--- src/common/fsw_pkg.sv ---
`default_nettype none
package fsw_pkg;

  // ****************************************************************
  // instruction opcodes
  // ****************************************************************
  localparam logic [7:0] OP_WRITE_ENABLE_CMD  = 8'h06;
  localparam logic [7:0] OP_WRITE_DISABLE_CMD = 8'h04;
  localparam logic [7:0] OP_STATUS_READ_CMD   = 8'h05;
  localparam logic [7:0] OP_STATUS_WRITE_CMD  = 8'h01;
  localparam logic [7:0] OP_BYTE_PROG         = 8'h02;
  localparam logic [7:0] OP_SECTOR_ERASE      = 8'h20;
  localparam logic [7:0] OP_BLOCK32_ERASE     = 8'h52;
  localparam logic [7:0] OP_BLOCK64_ERASE     = 8'hd8;
  localparam logic [7:0] OP_CHIP_ERASE_A      = 8'h60;
  localparam logic [7:0] OP_CHIP_ERASE_B      = 8'hc7;
  localparam logic [7:0] OP_AUTO_INC_PROG     = 8'had;

  // ****************************************************************
  // frame lengths in whole bytes, opcode included
  // ****************************************************************
  localparam logic [2:0] LEN_SHORT        = 3'h1;
  localparam logic [2:0] LEN_STATUS_WRITE = 3'h2;
  localparam logic [2:0] LEN_AUTO_NEXT    = 3'h3;
  localparam logic [2:0] LEN_ERASE        = 3'h4;
  localparam logic [2:0] LEN_PROG         = 3'h5;
  localparam logic [2:0] LEN_AUTO_FIRST   = 3'h6;
  localparam logic [2:0] LEN_SAT          = 3'h7;
  localparam logic [2:0] BIT_LAST         = 3'h7;

  // ****************************************************************
  // status register layout and power-up values
  // ****************************************************************
  localparam int         ST_BP_LO   = 2;
  localparam int         ST_BP_HI   = 5;
  localparam int         ST_LOCK    = 7;
  localparam logic [3:0] BP_RESET   = 4'h7;
  localparam logic [3:0] BP_CLEAR   = 4'h0;

  // ****************************************************************
  // protection bases (first protected address) and erase spans
  // ****************************************************************
  localparam logic [21:0] PROT_BASE_NONE = 22'h200000;
  localparam logic [21:0] PROT_BASE_1_32 = 22'h1f0000;
  localparam logic [21:0] PROT_BASE_1_16 = 22'h1e0000;
  localparam logic [21:0] PROT_BASE_1_8  = 22'h1c0000;
  localparam logic [21:0] PROT_BASE_1_4  = 22'h180000;
  localparam logic [21:0] PROT_BASE_1_2  = 22'h100000;
  localparam logic [21:0] PROT_BASE_ALL  = 22'h000000;
  localparam logic [21:0] AUTO_STEP      = 22'h000002;
  localparam logic [23:0] SPAN_SECTOR    = 24'h000fff;
  localparam logic [23:0] SPAN_BLOCK32   = 24'h007fff;
  localparam logic [23:0] SPAN_BLOCK64   = 24'h00ffff;
  localparam logic [23:0] SPAN_WORD      = 24'h000001;

  // ****************************************************************
  // host controller: serial clock divider and register map
  // ****************************************************************
  localparam int         CLK_PERIOD_NS = 4;
  localparam int         SCK_PERIOD_NS = 80;
  localparam int         HALF_CYC      = SCK_PERIOD_NS / (2 * CLK_PERIOD_NS);
  localparam logic [4:0] HALF_LAST     = 5'(HALF_CYC - 1);
  localparam logic [7:0] REG_CMD       = 8'h00;
  localparam logic [7:0] REG_TX_HI     = 8'h04;
  localparam logic [7:0] REG_TX_LO     = 8'h08;
  localparam logic [7:0] REG_STAT      = 8'h0c;
  localparam logic [7:0] REG_CFG       = 8'h10;
  localparam int         CMD_START     = 16;

  typedef enum logic [2:0] {
    FSW_H_IDLE, FSW_H_LOW, FSW_H_HIGH, FSW_H_TRAIL, FSW_H_GAP
  } fsw_hstate_t;

endpackage : fsw_pkg
`default_nettype wire

--- src/common/fsw_if.sv ---
`timescale 1ns/1ns
`default_nettype none
interface fsw_if;
  logic cs_n;
  logic sck;
  logic mosi;
  logic wp_n;
  logic miso_o;
  logic miso_oe;
  wire  miso_line;

  // released output line reads high, as with a pull-up
  assign miso_line = miso_oe ? miso_o : 1'h1;

  modport device (input cs_n, sck, mosi, wp_n, output miso_o, miso_oe);
  modport host (output cs_n, sck, mosi, wp_n, input miso_line);
endinterface : fsw_if
`default_nettype wire

--- src/verilog/fsw_sync.sv ---
`timescale 1ns/1ns
`default_nettype none
module fsw_sync #(
  parameter int unsigned     WIDTH   = 1,
  parameter logic [WIDTH-1:0] RST_VAL = '0
) (
  input  wire logic             clock,
  input  wire logic             sys_rst,
  input  wire logic [WIDTH-1:0] din,
  output logic      [WIDTH-1:0] dout
);
  logic [WIDTH-1:0] meta_q;

  // first stage feeds only the second stage
  always_ff @(posedge clock) begin
    if (sys_rst) begin
      meta_q <= RST_VAL;
      dout   <= RST_VAL;
    end else begin
      meta_q <= din;
      dout   <= meta_q;
    end
  end
endmodule : fsw_sync
`default_nettype wire

--- src/verilog/fsw_flash_dev.sv ---
`timescale 1ns/1ns
`default_nettype none
// Notes on behaviour
// - status bit 0 shows internal operation busy
// - while busy only status reads take effect
// - bit 1 is latch; latch low ignores writes
// - latch clears after write commands complete
// - bit 6 shows auto-increment mode, reset off
// - protected region refuses program and erase
// - three low level bits select region
// - power-up levels 111, other bits zero
// - status write updates levels when permitted
// - pin low and lock freeze lock, levels
// - whole-array erase needs all level bits zero
// - host sends write enable before writes
// - eight-bit cycles, most significant bit first
// - framing starts at select fall; rising sample
// - host frames commands; reads run until deselect
// - deselect mid-byte aborts without effect
// - sample rising, drive falling, both polarities
// - status read repeats until deselect
// - status write barred when pin low, locked
module fsw_flash_dev
  import fsw_pkg::*;
#(
  parameter int unsigned PROG_CYCLES  = 16,
  parameter int unsigned ERASE_CYCLES = 64
) (
  input  wire logic        clock,
  input  wire logic        sys_rst,
  fsw_if.device            link,
  output logic             op_go_q,
  output logic [7:0]       op_code_q,
  output logic [23:0]      op_addr_q,
  output logic [7:0]       status_q
);

  // ****************************************************************
  // pin synchronisers and edge detection
  // ****************************************************************
  logic [3:0]  pins_s;
  logic        cs_n_s, sck_s, si_s, wp_n_s;
  logic        sck_d_q, cs_d_q, sel_q;
  logic        sck_rise, sck_fall, cs_rise, cs_fall;

  fsw_sync #(.WIDTH(4), .RST_VAL(4'h9)) u_sync (
    .clock   (clock),
    .sys_rst (sys_rst),
    .din     ({link.cs_n, link.sck, link.mosi, link.wp_n}),
    .dout    (pins_s)
  );

  assign cs_n_s   = pins_s[3];
  assign sck_s    = pins_s[2];
  assign si_s     = pins_s[1];
  assign wp_n_s   = pins_s[0];
  assign sck_rise = sel_q & ~cs_n_s & sck_s & ~sck_d_q;
  assign sck_fall = sel_q & ~cs_n_s & ~sck_s & sck_d_q;
  assign cs_rise  = cs_n_s & ~cs_d_q;
  assign cs_fall  = ~cs_n_s & cs_d_q;

  always_ff @(posedge clock) begin
    if (sys_rst) begin
      sck_d_q <= 1'h0;
      cs_d_q  <= 1'h1;
      sel_q   <= 1'h0;
    end else begin
      sck_d_q <= sck_s;
      cs_d_q  <= cs_n_s;
      sel_q   <= cs_fall | (sel_q & ~cs_rise);
    end
  end

  // ****************************************************************
  // byte assembly
  // ****************************************************************
  logic [7:0]  shift_q, new_byte, opcode_q;
  logic [2:0]  bit_cnt_q, byte_cnt_q;
  logic [47:0] args_q;
  logic        byte_done;

  assign new_byte  = {shift_q[6:0], si_s};
  assign byte_done = sck_rise & (bit_cnt_q == BIT_LAST);

  always_ff @(posedge clock) begin
    if (sys_rst | cs_fall) begin
      bit_cnt_q  <= 3'h0;
      byte_cnt_q <= 3'h0;
    end else if (sck_rise) begin
      shift_q   <= new_byte;
      bit_cnt_q <= bit_cnt_q + 3'h1;
      if (byte_done && byte_cnt_q != LEN_SAT) begin
        byte_cnt_q <= byte_cnt_q + 3'h1;
      end
    end
  end

  always_ff @(posedge clock) begin
    if (sys_rst) begin
      opcode_q <= 8'h00;
      args_q   <= 48'h0;
    end else if (byte_done) begin
      if (byte_cnt_q == 3'h0) begin
        opcode_q <= new_byte;
      end
      args_q <= {args_q[39:0], new_byte};
    end
  end

  // ****************************************************************
  // status bits, protection decode, command qualification
  // ****************************************************************
  logic        wel_q, auto_q, lock_q, busy;
  logic [3:0]  bp_q;
  logic [15:0] busy_cnt_q;
  logic [23:0] auto_addr_q, cmd_addr, cmd_span, prog_addr;
  logic [21:0] prot_base, cmd_last, auto_next;
  logic [7:0]  status_d;
  logic        frame_ok, is_erase, is_chip, in_prot, status_write_cmd_ok;
  logic        ex_write_enable_cmd, ex_write_disable_cmd, ex_status_write_cmd, wr_done;
  logic        ex_prog, ex_erase, ex_chip, auto_first, auto_more, auto_go, auto_stop;

  assign busy     = busy_cnt_q != 16'h0;
  assign status_d = {lock_q, auto_q, bp_q, wel_q, busy};

  always_comb begin
    case (bp_q[2:0])
      3'h0:    prot_base = PROT_BASE_NONE;
      3'h1:    prot_base = PROT_BASE_1_32;
      3'h2:    prot_base = PROT_BASE_1_16;
      3'h3:    prot_base = PROT_BASE_1_8;
      3'h4:    prot_base = PROT_BASE_1_4;
      3'h5:    prot_base = PROT_BASE_1_2;
      default: prot_base = PROT_BASE_ALL;
    endcase
  end

  assign is_erase = (opcode_q == OP_SECTOR_ERASE) | (opcode_q == OP_BLOCK32_ERASE)
                  | (opcode_q == OP_BLOCK64_ERASE);
  assign is_chip  = (opcode_q == OP_CHIP_ERASE_A) | (opcode_q == OP_CHIP_ERASE_B);
  assign cmd_addr = (opcode_q == OP_BYTE_PROG)     ? args_q[31:8]  :
                    (opcode_q == OP_AUTO_INC_PROG) ? args_q[39:16] : args_q[23:0];
  assign cmd_span = (opcode_q == OP_SECTOR_ERASE)  ? SPAN_SECTOR  :
                    (opcode_q == OP_BLOCK32_ERASE) ? SPAN_BLOCK32 :
                    (opcode_q == OP_BLOCK64_ERASE) ? SPAN_BLOCK64 :
                    (opcode_q == OP_AUTO_INC_PROG) ? SPAN_WORD    : 24'h0;
  assign cmd_last = {1'h0, cmd_addr[20:0] | cmd_span[20:0]};
  assign in_prot  = cmd_last >= prot_base;

  // partial byte at deselect does nothing
  // busy blocks all but status read
  assign frame_ok = cs_rise & sel_q & (bit_cnt_q == 3'h0) & ~busy;
  // barred with pin low and lock set
  assign status_write_cmd_ok  = wp_n_s | ~lock_q;

  assign ex_write_enable_cmd  = frame_ok & (opcode_q == OP_WRITE_ENABLE_CMD) & (byte_cnt_q == LEN_SHORT);
  assign ex_write_disable_cmd  = frame_ok & (opcode_q == OP_WRITE_DISABLE_CMD) & (byte_cnt_q == LEN_SHORT);
  assign ex_status_write_cmd  = frame_ok & (opcode_q == OP_STATUS_WRITE_CMD)
                  & (byte_cnt_q == LEN_STATUS_WRITE);
  assign ex_prog  = frame_ok & (opcode_q == OP_BYTE_PROG) & (byte_cnt_q == LEN_PROG)
                  & wel_q & ~auto_q & ~in_prot;
  assign ex_erase = frame_ok & is_erase & (byte_cnt_q == LEN_ERASE) & wel_q & ~auto_q & ~in_prot;
  assign ex_chip  = frame_ok & is_chip & (byte_cnt_q == LEN_SHORT) & wel_q & ~auto_q
                  & (bp_q == BP_CLEAR);
  assign wr_done  = frame_ok & (((opcode_q == OP_BYTE_PROG) & (byte_cnt_q == LEN_PROG))
                  | (is_erase & (byte_cnt_q == LEN_ERASE)) | (is_chip & (byte_cnt_q == LEN_SHORT)));

  assign auto_first = frame_ok & (opcode_q == OP_AUTO_INC_PROG) & ~auto_q
                    & (byte_cnt_q == LEN_AUTO_FIRST) & wel_q & ~in_prot;
  assign auto_more  = frame_ok & (opcode_q == OP_AUTO_INC_PROG) & auto_q
                    & (byte_cnt_q == LEN_AUTO_NEXT);
  assign auto_go    = auto_first | auto_more;
  assign prog_addr  = auto_q ? auto_addr_q : {cmd_addr[23:1], 1'h0};
  assign auto_next  = {1'h0, prog_addr[20:0]} + AUTO_STEP;
  assign auto_stop  = auto_go & (auto_next >= prot_base);

  // ****************************************************************
  // status register state
  // ****************************************************************
  always_ff @(posedge clock) begin
    if (sys_rst) begin
      bp_q   <= BP_RESET;
      lock_q <= 1'h0;
    end else if (ex_status_write_cmd && status_write_cmd_ok && wel_q) begin
      // frozen while pin low and locked
      bp_q   <= args_q[ST_BP_HI:ST_BP_LO];
      lock_q <= args_q[ST_LOCK];
    end
  end

  always_ff @(posedge clock) begin
    if (sys_rst) begin
      wel_q <= 1'h0;
    end else if (ex_write_disable_cmd | ex_status_write_cmd | wr_done | auto_stop) begin
      wel_q <= 1'h0;
    end else if (ex_write_enable_cmd) begin
      wel_q <= 1'h1;
    end
  end

  always_ff @(posedge clock) begin
    if (sys_rst) begin
      auto_q      <= 1'h0;
      auto_addr_q <= 24'h0;
    end else if (ex_write_disable_cmd | auto_stop) begin
      auto_q <= 1'h0;
    end else if (auto_go) begin
      auto_q      <= 1'h1;
      auto_addr_q <= {prog_addr[23:21], auto_next[20:0]};
    end
  end

  always_ff @(posedge clock) begin
    if (sys_rst) begin
      busy_cnt_q <= 16'h0;
    end else if (ex_prog | auto_go) begin
      busy_cnt_q <= 16'(PROG_CYCLES);
    end else if (ex_erase | ex_chip) begin
      busy_cnt_q <= 16'(ERASE_CYCLES);
    end else if (busy) begin
      busy_cnt_q <= busy_cnt_q - 16'h1;
    end
  end

  always_ff @(posedge clock) begin
    if (sys_rst) begin
      op_go_q   <= 1'h0;
      op_code_q <= 8'h00;
      op_addr_q <= 24'h0;
      status_q  <= 8'h00;
    end else begin
      op_go_q  <= ex_prog | ex_erase | ex_chip | auto_go;
      status_q <= status_d;
      if (ex_prog | ex_erase | ex_chip | auto_go) begin
        op_code_q <= opcode_q;
        op_addr_q <= (ex_prog | auto_go) ? prog_addr : cmd_addr;
      end
    end
  end

  // ****************************************************************
  // status read output
  // ****************************************************************
  logic       rd_q, miso_q, miso_oe_q;
  logic [7:0] out_q;
  logic [2:0] out_idx_q;

  assign link.miso_o  = miso_q;
  assign link.miso_oe = miso_oe_q;

  always_ff @(posedge clock) begin
    if (sys_rst | cs_rise | cs_fall) begin
      rd_q      <= 1'h0;
      miso_oe_q <= 1'h0;
      out_idx_q <= BIT_LAST;
    end else begin
      if (byte_done && byte_cnt_q == 3'h0 && new_byte == OP_STATUS_READ_CMD) begin
        rd_q <= 1'h1;
      end
      if (sck_fall && rd_q) begin
        miso_oe_q <= 1'h1;
        out_idx_q <= out_idx_q - 3'h1;
      end
    end
  end

  always_ff @(posedge clock) begin
    if (sys_rst) begin
      miso_q <= 1'h0;
      out_q  <= 8'h00;
    end else if (sck_fall && rd_q) begin
      if (out_idx_q == BIT_LAST) begin
        miso_q <= status_d[BIT_LAST];
        out_q  <= {status_d[6:0], 1'h0};
      end else begin
        miso_q <= out_q[BIT_LAST];
        out_q  <= {out_q[6:0], 1'h0};
      end
    end
  end

endmodule : fsw_flash_dev
`default_nettype wire

--- src/flat_wrapper.sv ---
// flat-port wrapper written by rule: the top's interface ports become plain ports
module fsw_flash_dev_flat import fsw_pkg::*;
#(
  parameter int unsigned PROG_CYCLES  = 16,
  parameter int unsigned ERASE_CYCLES = 64
)
  (clock, sys_rst, op_go_q, op_code_q, op_addr_q, status_q, link_cs_n, link_sck, link_mosi, link_wp_n, link_miso_o, link_miso_oe);
  fsw_if link_i ();
  input  wire logic clock;
  input  wire logic sys_rst;
  output logic op_go_q;
  output logic [7:0] op_code_q;
  output logic [23:0] op_addr_q;
  output logic [7:0] status_q;
  input wire logic [$bits(link_i.cs_n)-1:0] link_cs_n;
  input wire logic [$bits(link_i.sck)-1:0] link_sck;
  input wire logic [$bits(link_i.mosi)-1:0] link_mosi;
  input wire logic [$bits(link_i.wp_n)-1:0] link_wp_n;
  output wire logic [$bits(link_i.miso_o)-1:0] link_miso_o;
  output wire logic [$bits(link_i.miso_oe)-1:0] link_miso_oe;
  assign link_i.cs_n = link_cs_n;
  assign link_i.sck = link_sck;
  assign link_i.mosi = link_mosi;
  assign link_i.wp_n = link_wp_n;
  assign link_miso_o = link_i.miso_o;
  assign link_miso_oe = link_i.miso_oe;
  fsw_flash_dev #(.PROG_CYCLES(PROG_CYCLES), .ERASE_CYCLES(ERASE_CYCLES)) u_core (.clock(clock), .sys_rst(sys_rst), .link(link_i), .op_go_q(op_go_q), .op_code_q(op_code_q), .op_addr_q(op_addr_q), .status_q(status_q));
endmodule
--- config.mk ---
export PLATFORM = sky130hd
export DESIGN_NAME = fsw_flash_dev_flat
export DESIGN_NICKNAME = d
export VERILOG_FILES = /design/src/common/fsw_pkg.sv /design/src/common/fsw_if.sv /design/src/verilog/fsw_sync.sv /design/src/verilog/fsw_flash_dev.sv /design/src/flat_wrapper.sv
export SDC_FILE = /design/constraint.sdc
export NUM_CORES = 1
export LEC_CHECK = 0
export BUFFER_PORTS_ARGS = -buffer_cell sky130_fd_sc_hd__clkbuf_2
export CORE_MARGIN = 2
export CORE_UTILIZATION = 35
export CTS_BUF_LIST = sky130_fd_sc_hd__clkbuf_2 sky130_fd_sc_hd__clkbuf_4 sky130_fd_sc_hd__clkbuf_8
export DETAILED_ROUTE_END_ITERATION = 6
export SYNTH_ARGS = -nofsm -noshare
export SYNTH_HDL_FRONTEND = slang
export SYNTH_SLANG_ARGS = --single-unit
export TNS_END_PERCENT = 5
--- constraint.sdc ---
create_clock -name clock -period 10.5 [get_ports clock]
set_input_delay 2.1 -clock clock [delete_from_list [all_inputs] [get_ports clock]]
set_output_delay 2.1 -clock clock [all_outputs]
set_load 0.01 [all_outputs]
==> results of run 1 <==
## registers in the layout, indices dropped and copies added (netlist names), 7 cells and up
name / cells
u_core.args_q: 40
u_core.opcode_q: 8
u_core.out_q: 7
u_core.shift_q: 7
u_core.op_addr_q: 24
u_core.status_q: 8
u_core.op_code_q: 8
u_core.auto_addr_q: 24
u_core.busy_cnt_q: 16
## placed cells by master, fill, tap and decap left out, types with 11 or more instances in the layout
cell type / Yosys / layout
sky130_fd_sc_hd__a211oi_1: 34 / 34
sky130_fd_sc_hd__a21oi_1: 85 / 85
sky130_fd_sc_hd__a31oi_1: 24 / 24
sky130_fd_sc_hd__and2_1: 17 / 16
sky130_fd_sc_hd__and3_1: 11 / 11
sky130_fd_sc_hd__buf_4: 0 / 14
sky130_fd_sc_hd__clkbuf_2: 0 / 47
sky130_fd_sc_hd__clkbuf_8: 0 / 19
sky130_fd_sc_hd__dfxtp_1: 166 / 166
sky130_fd_sc_hd__ha_1: 25 / 25
sky130_fd_sc_hd__inv_1: 18 / 18
sky130_fd_sc_hd__mux2_4: 13 / 13
sky130_fd_sc_hd__mux2i_1: 41 / 41
sky130_fd_sc_hd__nand2_1: 157 / 157
sky130_fd_sc_hd__nand2b_1: 15 / 15
sky130_fd_sc_hd__nand3_1: 40 / 40
sky130_fd_sc_hd__nor2_1: 113 / 113
sky130_fd_sc_hd__nor2b_1: 36 / 36
sky130_fd_sc_hd__nor3_1: 39 / 39
sky130_fd_sc_hd__nor4_1: 17 / 17
sky130_fd_sc_hd__o21ai_0: 31 / 30
sky130_fd_sc_hd__or2_2: 11 / 11
sky130_fd_sc_hd__xnor2_1: 24 / 24
sky130_fd_sc_hd__xor2_1: 12 / 12
## synth_stat cells (17+ instances only)
cell type / instances / area share
sky130_fd_sc_hd__nor2_1: 113 / 0.046
sky130_fd_sc_hd__mux2i_1: 41 / 0.044
sky130_fd_sc_hd__nand3_1: 40 / 0.022
sky130_fd_sc_hd__a211oi_1: 34 / 0.027
sky130_fd_sc_hd__xnor2_1: 24 / 0.023
sky130_fd_sc_hd__a31oi_1: 24 / 0.016
sky130_fd_sc_hd__clkbuf_1: 65 / 0.026
sky130_fd_sc_hd__dfxtp_1: 166 / 0.36
sky130_fd_sc_hd__nor3_1: 39 / 0.021
sky130_fd_sc_hd__nand2_1: 157 / 0.063
sky130_fd_sc_hd__inv_1: 18 / 0.0073
sky130_fd_sc_hd__ha_1: 25 / 0.034
sky130_fd_sc_hd__a21oi_1: 85 / 0.046
sky130_fd_sc_hd__nor2b_1: 36 / 0.024
sky130_fd_sc_hd__o21ai_0: 31 / 0.017
sky130_fd_sc_hd__and2_1: 17 / 0.011
sky130_fd_sc_hd__nor4_1: 17 / 0.011
## path summary, 6_finish.rpt
path                      startpoint                     to  slack (ps)  depth (start not counted)
min reg2reg  u_core.u_sync.meta_q[3]  u_core.u_sync.dout[3]         420                          1
max reg2reg       u_core.opcode_q[1]  u_core.auto_addr_q[6]        4120                         17
min          u_core.u_sync.meta_q[3]  u_core.u_sync.dout[3]         420                          1
max               u_core.opcode_q[1]  u_core.auto_addr_q[6]        4120                         17
## final cells by class
type | instances | area, um2 | area share
Inverter | 19 | 71.3 | 0.00705
Multi-Input combinational cell | 865 | 5340 | 0.527
Clock buffer | 19 | 262 | 0.0258
Clock inverter | 12 | 160 | 0.0158
Timing Repair Buffer | 61 | 340 | 0.0336
Tap cell | 335 | 419 | 0.0414
Sequential cell | 173 | 3530 | 0.349
## cells by family (layout without fill, tap and decap cells)
family,count (synthesis),count (layout),synth area share
buffers and inverters,107,111,0.0470
muxes,61,61,0.0736
DFF,173,173,0.380
adders and majority gates,25,25,0.0336
AOI/OAI and AO/OA,232,232,0.160
xor gates and xnor gates,36,36,0.0339
and+or+nand+nor,511,511,0.272
## through the flow
step | cell area (um2) | setup slack (ps) | hold slack [ps]
after global routing | 10100 | 3650 | 428
after floorplan | 9300 | 5350 | 389
final | 10100 | 4120 | 418
after detailed placement | 9700 | 4250 | 396
after global placement | 9700 | 4370 | 395
after CTS | 10100 | 4220 | 420
## report_power, final
| part | internal (mW) | switching (mW) |
|---|---|---|
| Combinational | 0.0667 | 0.0928 |
| Clock | 0.249 | 0.251 |
| Sequential | 0.685 | 0.0207 |
| Total | 1.00 | 0.365 |
## per-layer routing
layer / routed length [um] / vias to the layer above / part of all wire / global-route usage
met5: 0 / - / 0 / 0
met4: 503 / 0 / 0.020 / 0.0513
met3: 1660 / 39 / 0.064 / 0.0371
met2: 11200 / 289 / 0.44 / 0.276
met1: 12300 / 3881 / 0.48 / 0.266
li1: - / 4024 / - / -
==> flow_results.xml, run 1 <==
<?xml version="1.0" encoding="UTF-8"?>
<metrics>
  <group name="yosys">
    <metric name="synth_cells" unit="">1145</metric>
    <metric name="ys_dominant_reg_cell" unit="">sky130_fd_sc_hd__dfxtp_1</metric>
    <metric name="synthesis.area" unit="mm2">0.00930</metric>
    <metric name="yosysWarnings" unit="">0</metric>
    <metric name="synth.net_count" unit="">1176</metric>
    <metric name="synth_cell_types" unit="">68</metric>
    <metric name="synth_enable_flop_cells" unit="">7</metric>
    <metric name="syn-mean-instance-area" unit="um2">8.12</metric>
    <metric name="synth-seq-cells" unit="">173</metric>
    <metric name="synthArstFlopShare" unit="">0</metric>
    <metric name="synth.yosys.seq_area_share" unit="">0.380</metric>
  </group>
  <group name="sta">
    <metric name="grt_setup_unrepaired" unit="">no</metric>
    <metric name="clock_period_minus_worst_slack" unit="ps">6380</metric>
    <metric name="tns" unit="ps">0</metric>
    <metric name="finalSetupViolations" unit="">0</metric>
    <metric name="slew-limit-headroom" unit="">0.316</metric>
    <metric name="measured_slew_at_the_worst_slew_check_pin" unit="ps">1030</metric>
    <metric name="final_max_slew_viol_count" unit="">0</metric>
    <metric name="final_min_period_over_clock_period" unit="">0.608</metric>
    <metric name="finalHoldViolCount" unit="">0</metric>
    <metric name="fmax" unit="MHz">157</metric>
    <metric name="clock_skew" unit="ps">14.9</metric>
  </group>
  <group name="clock_tree">
    <metric name="clkTransAtPathRegs" unit="ps">90</metric>
    <metric name="post_cts_setup_buffer_count" unit="">0</metric>
    <metric name="cts.htree.levels" unit="">4</metric>
    <metric name="cts_max_path_bufs" unit="">2</metric>
    <metric name="clock-root-buffer" unit="">sky130_fd_sc_hd__clkbuf_8</metric>
    <metric name="clock_latency" unit="ps">460</metric>
    <metric name="clock-sinks" unit="">173</metric>
    <metric name="ctsResizeCount" unit="">0</metric>
    <metric name="cts_tree" unit="">yes</metric>
    <metric name="cts_inserted_buffers" unit="">17</metric>
    <metric name="holdBufCountCts" unit="">0</metric>
  </group>
  <group name="route">
    <metric name="drt.antenna.violating_nets" unit="">0</metric>
    <metric name="routed_wirelength" unit="um">25700</metric>
    <metric name="first_pass_iters" unit="">7</metric>
    <metric name="vias" unit="">8233</metric>
    <metric name="detail_route.iter0.violations" unit="">1073</metric>
    <metric name="drcViolationCount" unit="">2</metric>
    <metric name="wl_per_cell" unit="um">17.3</metric>
    <metric name="post_drt_via_cell_ratio" unit="">5.55</metric>
  </group>
  <group name="critical_path">
    <metric name="critPathBufInv" unit="">2</metric>
    <metric name="crit_path_start_kind" unit="">register</metric>
    <metric name="slowest_delay" unit="ps">700</metric>
    <metric name="timing.critical_path.max_delay_family" unit="">simple AND/OR/NAND/NOR gates</metric>
    <metric name="critPathArrivalTime" unit="ps">6730</metric>
    <metric name="worstSetupPathType" unit="">reg -&gt; reg</metric>
    <metric name="cp_data_required_time" unit="ps">10850</metric>
    <metric name="crit_path_top_delay_cell" unit="">sky130_fd_sc_hd__nor4b_1</metric>
    <metric name="setup.worst_path.end_class" unit="">register</metric>
    <metric name="critPathMaxFanout" unit="">38</metric>
    <metric name="chain_of_cells_forming_the_critical_path" unit="">nor4b_1 &gt; nand2_1 &gt; buf_4 &gt; a31oi_1 &gt; mux2i_1 &gt; or4_1 &gt; nor4_1 &gt; xnor2_1 &gt; ha_1 &gt; nand4_1 &gt; a2111oi_0 &gt; nand2_1 &gt; nor3_1 &gt; o211ai_1 &gt; o41a_1 &gt; buf_4 &gt; mux2_4</metric>
  </group>
  <group name="die">
    <metric name="die_ht" unit="um">167</metric>
    <metric name="floorplan.rows" unit="">59</metric>
    <metric name="fp.coreArea" unit="mm2">0.0261</metric>
    <metric name="floorplan.initialDensity" unit="">0.357</metric>
    <metric name="io_pins" unit="">49</metric>
    <metric name="die_x" unit="um">167</metric>
    <metric name="total_die_area" unit="mm2">0.0279</metric>
  </group>
  <group name="placement">
    <metric name="gp_congestion" unit="">0.942</metric>
    <metric name="dp.cells" unit="">1453</metric>
    <metric name="place_hpwl" unit="um">17600</metric>
    <metric name="placement.io_buffers" unit="">48</metric>
  </group>
  <group name="global_route">
    <metric name="grt_pass1_vias" unit="">7477</metric>
    <metric name="grt_first_pass_wirelength" unit="um">41500</metric>
    <metric name="antenna_found_initial" unit="">0</metric>
    <metric name="globalRouteOverflowTotal" unit="">0</metric>
    <metric name="gr-usage-all-layers" unit="">0.183</metric>
    <metric name="grt_start_max_net_pins" unit="">98</metric>
  </group>
  <group name="pwr">
    <metric name="p_leak" unit="nW">3.76</metric>
    <metric name="total_power" unit="mW">1.37</metric>
    <metric name="power_density" unit="mW/mm2">135</metric>
    <metric name="vdd.ir_drop.worst" unit="mV">0.0679</metric>
  </group>
  <group name="final_layout">
    <metric name="area.growth.synth_to_final" unit="%">8.87</metric>
    <metric name="antenna_cells" unit="">0</metric>
    <metric name="layoutNonFillerInstCount" unit="">1484</metric>
    <metric name="finish.utilization" unit="">0.388</metric>
    <metric name="fillers" unit="">2655</metric>
    <metric name="layout_cells_sized_above_1" unit="">0.116</metric>
    <metric name="layout.nets" unit="">1168</metric>
  </group>
  <group name="job">
    <metric name="drv.max_cap_violation_count" unit="">0</metric>
  </group>
  <group name="run_status">
    <metric name="run_status" unit="">finished, violations left</metric>
    <metric name="failed_checks" unit="">DRC</metric>
  </group>
  <group name="hold_path">
    <metric name="min-delay-path-class" unit="">reg -&gt; reg</metric>
  </group>
</metrics>
(Power assumes the default switching activity.)
==> inputs of run 2 (changes only) <==
Clock period 10.5 ns to 5.2 ns, I/O delays scaled along.
==> run 2 against run 1 <==
Largest cell class unchanged. Power rose by 98%. The run still ends with DRC left. Count of clock-buffer cells in the layout fell by 2. Maximum frequency rose by 29%.
==> flow_results.xml, run 2 (same netlist as run 1, synthesis figures left out) <==
<?xml version="1.0" encoding="UTF-8"?>
<metrics>
  <group name="final_layout">
    <metric name="finish.utilization" unit="">0.405</metric>
    <metric name="area.growth.synth_to_final" unit="%">13.6</metric>
    <metric name="layoutNonFillerInstCount" unit="">1534</metric>
    <metric name="fillers" unit="">2692</metric>
    <metric name="max_flop_register" unit="">u_core.args_q</metric>
    <metric name="layout.cells.most_common" unit="">sky130_fd_sc_hd__dfxtp_1</metric>
    <metric name="layout_cells_sized_above_1" unit="">0.165</metric>
    <metric name="antenna_cells" unit="">0</metric>
    <metric name="number_of_flip_flops_in_the_largest_register" unit="">40</metric>
    <metric name="largest_registers" unit="">u_core.args_q: 40 flops, u_core.auto_addr_q: 24 flops, u_core.op_addr_q: 24 flops</metric>
    <metric name="layout.cells.most_common_list" unit="">sky130_fd_sc_hd__dfxtp_1, sky130_fd_sc_hd__nand2_1, sky130_fd_sc_hd__nor2_1</metric>
    <metric name="layout.nets" unit="">1217</metric>
  </group>
  <group name="critical_path">
    <metric name="critPathArrivalTime" unit="ps">5310</metric>
    <metric name="slowest_delay" unit="ps">690</metric>
    <metric name="timing.critical_path.max_delay_family" unit="">simple AND/OR/NAND/NOR gates</metric>
    <metric name="critPathBufInv" unit="">2</metric>
    <metric name="crit_path_top_delay_cell" unit="">sky130_fd_sc_hd__or4_4</metric>
    <metric name="critPathMaxFanout" unit="">20</metric>
    <metric name="internal_reg_to_reg_setup_slack" unit="ps">260</metric>
    <metric name="cp_data_required_time" unit="ps">5570</metric>
    <metric name="setup.worst_path.end_class" unit="">register</metric>
    <metric name="worstSetupPathType" unit="">reg -&gt; reg</metric>
    <metric name="chain_of_cells_forming_the_critical_path" unit="">buf_4 &gt; or4_4 &gt; nor3_1 &gt; a31oi_2 &gt; mux2_2 &gt; ha_1 &gt; o211ai_1 &gt; nor3_4 &gt; nand4b_1 &gt; xor2_1 &gt; ha_1 &gt; nand4_1 &gt; a2111oi_2 &gt; nand2_1 &gt; nor3_1 &gt; o211ai_1 &gt; o41a_1 &gt; buf_4 &gt; mux2_4</metric>
    <metric name="crit_path_start_kind" unit="">register</metric>
  </group>
  <group name="die">
    <metric name="die_x" unit="um">167</metric>
    <metric name="total_die_area" unit="mm2">0.0279</metric>
    <metric name="floorplan.rows" unit="">59</metric>
    <metric name="fp.coreArea" unit="mm2">0.0261</metric>
    <metric name="io_pins" unit="">49</metric>
    <metric name="floorplan.initialDensity" unit="">0.357</metric>
    <metric name="die_ht" unit="um">167</metric>
  </group>
  <group name="route">
    <metric name="drt.antenna.violating_nets" unit="">0</metric>
    <metric name="routed_wirelength" unit="um">27500</metric>
    <metric name="first_pass_iters" unit="">7</metric>
    <metric name="drcViolationCount" unit="">1</metric>
    <metric name="detail_route.iter0.violations" unit="">834</metric>
    <metric name="vias" unit="">8441</metric>
    <metric name="wl_per_cell" unit="um">17.9</metric>
    <metric name="post_drt_via_cell_ratio" unit="">5.50</metric>
  </group>
  <group name="sta">
    <metric name="final_min_period_over_clock_period" unit="">0.950</metric>
    <metric name="clock_period_minus_worst_slack" unit="ps">4940</metric>
    <metric name="fmax" unit="MHz">202</metric>
    <metric name="finalSetupViolations" unit="">0</metric>
    <metric name="measured_slew_at_the_worst_slew_check_pin" unit="ps">863</metric>
    <metric name="tns" unit="ps">0</metric>
    <metric name="final_max_slew_viol_count" unit="">0</metric>
    <metric name="finalHoldViolCount" unit="">0</metric>
    <metric name="grt_setup_unrepaired" unit="">no</metric>
    <metric name="clock_skew" unit="ps">20.8</metric>
    <metric name="slew-limit-headroom" unit="">0.425</metric>
  </group>
  <group name="pwr">
    <metric name="comb_power_share" unit="">0.120</metric>
    <metric name="vdd.ir_drop.worst" unit="mV">0.128</metric>
    <metric name="power_frac_clock" unit="">0.352</metric>
    <metric name="proportion_of_power_drawn_by_flip_flops_and_latches" unit="">0.528</metric>
    <metric name="netSwitchingFraction" unit="">0.292</metric>
    <metric name="internal_power_consumption" unit="mW">1.91</metric>
    <metric name="p_switching" unit="mW">0.787</metric>
    <metric name="power_density" unit="mW/mm2">255</metric>
    <metric name="p_leak" unit="nW">4.01</metric>
  </group>
  <group name="run_status">
    <metric name="run_status" unit="">finished, violations left</metric>
    <metric name="failed_checks" unit="">DRC</metric>
  </group>
  <group name="job">
    <metric name="drv.max_cap_violation_count" unit="">0</metric>
  </group>
  <group name="global_route">
    <metric name="grt_pass1_vias" unit="">7777</metric>
    <metric name="antenna_found_initial" unit="">1</metric>
    <metric name="grt_start_max_net_pins" unit="">82</metric>
    <metric name="grt_first_pass_wirelength" unit="um">44100</metric>
    <metric name="globalRouteOverflowTotal" unit="">0</metric>
    <metric name="gr-usage-all-layers" unit="">0.197</metric>
  </group>
  <group name="clock_tree">
    <metric name="clkTransAtPathRegs" unit="ps">100</metric>
    <metric name="clock-root-buffer" unit="">sky130_fd_sc_hd__clkbuf_8</metric>
    <metric name="cts_inserted_buffers" unit="">17</metric>
    <metric name="cts.htree.levels" unit="">4</metric>
    <metric name="clock-sinks" unit="">173</metric>
    <metric name="clock_latency" unit="ps">480</metric>
    <metric name="cts_tree" unit="">yes</metric>
    <metric name="cts_max_path_bufs" unit="">2</metric>
    <metric name="holdBufCountCts" unit="">0</metric>
  </group>
  <group name="hold_path">
    <metric name="min-delay-path-class" unit="">reg -&gt; reg</metric>
  </group>
  <group name="placement">
    <metric name="dp.cells" unit="">1499</metric>
    <metric name="gp_congestion" unit="">0.928</metric>
    <metric name="place_hpwl" unit="um">19600</metric>
    <metric name="placement.io_buffers" unit="">48</metric>
  </group>
</metrics>
## run 2: cell types whose count changed in the layout (fill, tap and decap cells not counted), moves of 2 or more
cell                         change
sky130_fd_sc_hd__bufinv_16       -2
sky130_fd_sc_hd__buf_4          +44
sky130_fd_sc_hd__buf_6           +3
sky130_fd_sc_hd__dfxtp_2         +3
sky130_fd_sc_hd__a31oi_1         -4
sky130_fd_sc_hd__dfxtp_1         -3
sky130_fd_sc_hd__clkinvlp_4      +3
sky130_fd_sc_hd__nor4_1          -3
sky130_fd_sc_hd__nor4_2          +3
sky130_fd_sc_hd__inv_8           +3
sky130_fd_sc_hd__buf_12          +2
sky130_fd_sc_hd__clkbuf_8        -2
sky130_fd_sc_hd__a31oi_2         +4
## run 2: final timing paths
kind / startpoint / cells after the start / endpoint
max reg2reg: u_core.opcode_q[4] / 19 / u_core.auto_addr_q[12]
max: u_core.opcode_q[4] / 19 / u_core.auto_addr_q[12]
min reg2reg: u_core.u_sync.meta_q[3] / 1 / u_core.u_sync.dout[3]
min: u_core.u_sync.meta_q[3] / 1 / u_core.u_sync.dout[3]
## run 2: per-stage QoR
step / instance area [um2] / hold WS (ps) / setup WS, ps / power [mW]
finish: 10600 / 417 / 259 / 2.70
global route: 10600 / 436 / 11.0 / 2.84
CTS: 10500 / 420 / 32.4 / 2.73
detailed placement: 10100 / 394 / 62.5 / 1.78
global placement: 10100 / 392 / 212 / 1.77
floorplan: 9300 / 389 / 45.0 / 1.72
## run 2: metal layers
layer	track usage	vias to the layer above	routed length, um
li1	-	4116	-
met1	0.285	3977	13000
met2	0.287	293	11800
met3	0.0468	53	1960
met4	0.0648	2	803
met5	0	-	19
## run 2: power groups by stage
| stage | Clock [mW] | Combinational, mW | Sequential [mW] |
|---|---|---|---|
| after CTS | 0.980 | 0.325 | 1.42 |
| after floorplan | 0 | 0.267 | 1.45 |
| after global routing | 1.04 | 0.369 | 1.43 |
| after detailed placement | 0 | 0.323 | 1.45 |
| final | 0.949 | 0.325 | 1.42 |
| after global placement | 0 | 0.319 | 1.45 |
## run 2: layout make-up
| cell class | count | area (um2) | share of cell area |
|---|---|---|---|
| well taps | 335 | 419 | 0.0397 |
| inverters | 19 | 71.3 | 0.00675 |
| clock buffers | 17 | 234 | 0.0221 |
| multi-input cells | 865 | 5410 | 0.512 |
| flip-flops and latches | 173 | 3540 | 0.335 |
| clock inverters | 15 | 151 | 0.0143 |
| repair buffers | 110 | 744 | 0.0705 |
## run 2: repair_timing
action,CTS,global route
resized for setup,0,20
setup endpoints to repair,0,26
buffers inserted,0,2
==> inputs of run 3 (changes only) <==
Settings changed: CORE_ASPECT_RATIO from default to 0.75, CORE_UTILIZATION 35 to 50, PLACE_DENSITY from default to 0.7.
==> run 3 against run 2 <==
The run still ends with DRC left. Clock power increased by 1%. Setup slack better by 72 ps. Clock skew down 3.6 ps. Largest power group unchanged. Highest routed layer is now met4.
==> flow_results.xml, run 3 (same netlist as run 1, synthesis figures left out) <==
<?xml version="1.0" encoding="UTF-8"?>
<metrics>
  <group name="run_status">
    <metric name="run_status" unit="">finished, violations left</metric>
    <metric name="failed_checks" unit="">DRC</metric>
  </group>
  <group name="route">
    <metric name="drcViolationCount" unit="">9</metric>
    <metric name="routed_wirelength" unit="um">27400</metric>
    <metric name="detail_route.iter0.violations" unit="">1039</metric>
    <metric name="post_drt_via_cell_ratio" unit="">5.89</metric>
    <metric name="vias" unit="">8514</metric>
    <metric name="wl_per_cell" unit="um">18.9</metric>
    <metric name="drt.antenna.violating_nets" unit="">0</metric>
    <metric name="first_pass_iters" unit="">7</metric>
  </group>
  <group name="critical_path">
    <metric name="r2r_start" unit="">u_core.opcode_q[3]</metric>
    <metric name="crit_start" unit="">u_core.opcode_q[3]</metric>
    <metric name="setup.worst_path.end_class" unit="">register</metric>
    <metric name="worstSetupPathType" unit="">reg -&gt; reg</metric>
    <metric name="critPathMaxFanout" unit="">13</metric>
    <metric name="cp_data_required_time" unit="ps">5570</metric>
    <metric name="critPathArrivalTime" unit="ps">5240</metric>
    <metric name="crit_path_start_kind" unit="">register</metric>
  </group>
  <group name="sta">
    <metric name="finalSetupViolations" unit="">0</metric>
    <metric name="post-route-worst-setup-slack" unit="ps">331</metric>
    <metric name="final_min_period_over_clock_period" unit="">0.936</metric>
    <metric name="fmax" unit="MHz">205</metric>
    <metric name="grt_setup_unrepaired" unit="">no</metric>
    <metric name="measured_slew_at_the_worst_slew_check_pin" unit="ps">1240</metric>
    <metric name="worst_hold_slack" unit="ps">426</metric>
    <metric name="clock_period_minus_worst_slack" unit="ps">4870</metric>
    <metric name="slew-limit-headroom" unit="">0.173</metric>
    <metric name="tns" unit="ps">0</metric>
    <metric name="finalHoldViolCount" unit="">0</metric>
    <metric name="clock_skew" unit="ps">17.3</metric>
    <metric name="final_max_slew_viol_count" unit="">0</metric>
  </group>
  <group name="global_route">
    <metric name="grt_start_max_net_pins" unit="">70</metric>
    <metric name="grt_first_pass_wirelength" unit="um">43200</metric>
    <metric name="grt_pass1_vias" unit="">7792</metric>
    <metric name="gr-usage-all-layers" unit="">0.281</metric>
    <metric name="antenna_found_initial" unit="">0</metric>
    <metric name="globalRouteOverflowTotal" unit="">0</metric>
  </group>
  <group name="die">
    <metric name="die_x" unit="um">161</metric>
    <metric name="floorplan.initialDensity" unit="">0.507</metric>
    <metric name="floorplan.rows" unit="">43</metric>
    <metric name="die_ht" unit="um">122</metric>
    <metric name="total_die_area" unit="mm2">0.0197</metric>
    <metric name="io_pins" unit="">49</metric>
    <metric name="fp.coreArea" unit="mm2">0.0183</metric>
  </group>
  <group name="final_layout">
    <metric name="antenna_cells" unit="">0</metric>
    <metric name="number_of_flip_flops_in_the_largest_register" unit="">40</metric>
    <metric name="layout.nets" unit="">1217</metric>
    <metric name="layout.cells.most_common_list" unit="">sky130_fd_sc_hd__dfxtp_1, sky130_fd_sc_hd__nand2_1, sky130_fd_sc_hd__nor2_1</metric>
    <metric name="layout.cells.most_common" unit="">sky130_fd_sc_hd__dfxtp_1</metric>
    <metric name="layoutNonFillerInstCount" unit="">1446</metric>
    <metric name="max_flop_register" unit="">u_core.args_q</metric>
    <metric name="layout_cells_sized_above_1" unit="">0.160</metric>
    <metric name="largest_registers" unit="">u_core.args_q: 40 flops, u_core.auto_addr_q: 24 flops, u_core.op_addr_q: 24 flops</metric>
    <metric name="area.growth.synth_to_final" unit="%">12.3</metric>
  </group>
  <group name="pwr">
    <metric name="vdd.ir_drop.worst" unit="mV">0.256</metric>
    <metric name="comb_power_share" unit="">0.120</metric>
    <metric name="power_frac_clock" unit="">0.354</metric>
    <metric name="p_switching" unit="mW">0.770</metric>
    <metric name="p_leak" unit="nW">4.03</metric>
    <metric name="internal_power_consumption" unit="mW">1.94</metric>
    <metric name="power_density" unit="mW/mm2">260</metric>
    <metric name="proportion_of_power_drawn_by_flip_flops_and_latches" unit="">0.526</metric>
    <metric name="netSwitchingFraction" unit="">0.284</metric>
  </group>
  <group name="hold_path">
    <metric name="min-delay-path-class" unit="">reg -&gt; reg</metric>
    <metric name="holdCritStartpoint" unit="">u_core.u_sync.meta_q[0]</metric>
  </group>
  <group name="placement">
    <metric name="place_hpwl" unit="um">19400</metric>
    <metric name="placement.io_buffers" unit="">48</metric>
    <metric name="place_ws" unit="ps">123</metric>
    <metric name="gp_congestion" unit="">0.986</metric>
    <metric name="dp.cells" unit="">1412</metric>
  </group>
  <group name="clock_tree">
    <metric name="clkTransAtPathRegs" unit="ps">100</metric>
    <metric name="cts_max_path_bufs" unit="">2</metric>
    <metric name="cts_inserted_buffers" unit="">17</metric>
    <metric name="cts_tree" unit="">yes</metric>
    <metric name="clock-root-buffer" unit="">sky130_fd_sc_hd__clkbuf_8</metric>
    <metric name="cts.htree.levels" unit="">4</metric>
    <metric name="clock_latency" unit="ps">490</metric>
    <metric name="clock-sinks" unit="">173</metric>
  </group>
  <group name="job">
    <metric name="drv.max_cap_violation_count" unit="">0</metric>
  </group>
</metrics>
-- run 3: layer usage --
layer	GRT usage	wire length, um	up-vias
li1	-	-	4122
met2	0.428	11800	329
met5	0	0	-
met3	0.0695	2160	39
met4	0.0865	520	0
met1	0.393	12900	4024
-- run 3: power groups by stage --
stage	clock, mW	sequential (mW)	combinational, mW
after floorplan	0	1.45	0.267
after global placement	0	1.45	0.311
after detailed placement	0	1.45	0.320
after CTS	0.973	1.42	0.325
after global routing	1.02	1.43	0.368
final	0.959	1.43	0.326
-- run 3: through the flow --
step | power, mW | area, um2 | util
after floorplan | 1.72 | 9300 | -
after global placement | 1.77 | 9980 | 0.544
after detailed placement | 1.77 | 9980 | 0.544
after CTS | 2.72 | 10400 | 0.565
after global routing | 2.82 | 10400 | 0.569
final | 2.71 | 10400 | 0.569
-- run 3: critical path, cell delays in order, from the launching register on --
cell                        delay [ps]
sky130_fd_sc_hd__dfxtp_1           360
sky130_fd_sc_hd__buf_4             190
sky130_fd_sc_hd__nor4bb_4          300
sky130_fd_sc_hd__buf_6             210
sky130_fd_sc_hd__nand3_1            90
sky130_fd_sc_hd__a31oi_1           240
sky130_fd_sc_hd__mux2i_1           120
sky130_fd_sc_hd__or4_1             630
sky130_fd_sc_hd__nor4_2            320
sky130_fd_sc_hd__xnor2_1           140
sky130_fd_sc_hd__ha_1              300
sky130_fd_sc_hd__nand4_1           130
sky130_fd_sc_hd__a2111oi_2         370
sky130_fd_sc_hd__nand2_1           140
sky130_fd_sc_hd__nor3_1            150
sky130_fd_sc_hd__o211ai_1          130
sky130_fd_sc_hd__o41a_1            430
sky130_fd_sc_hd__buf_12            200
sky130_fd_sc_hd__mux2_4            300
-- run 3: worst paths after layout --
| kind | cells after the start | slack [ps] | endpoint |
|---|---|---|---|
| max | 18 | 330 | u_core.auto_addr_q[11] |
| max reg2reg | 18 | 330 | u_core.auto_addr_q[11] |
| min | 1 | 430 | u_core.u_sync.dout[0] |
| min reg2reg | 1 | 430 | u_core.u_sync.dout[0] |
-- run 3: final cells by class --
cell class | instances | area (um2)
well taps | 247 | 309
clock inverters | 12 | 124
repair buffers | 110 | 747
fillers | 1713 | 7910
multi-input cells | 865 | 5390
clock buffers | 20 | 269
inverters | 19 | 71.3
flip-flops and latches | 173 | 3540
-- run 3: timing repair --
item | CTS | global route
buffers inserted | 0 | 1
gates resized for setup | 0 | 13
hold buffers | 0 | 0
setup endpoints to repair | 0 | 26
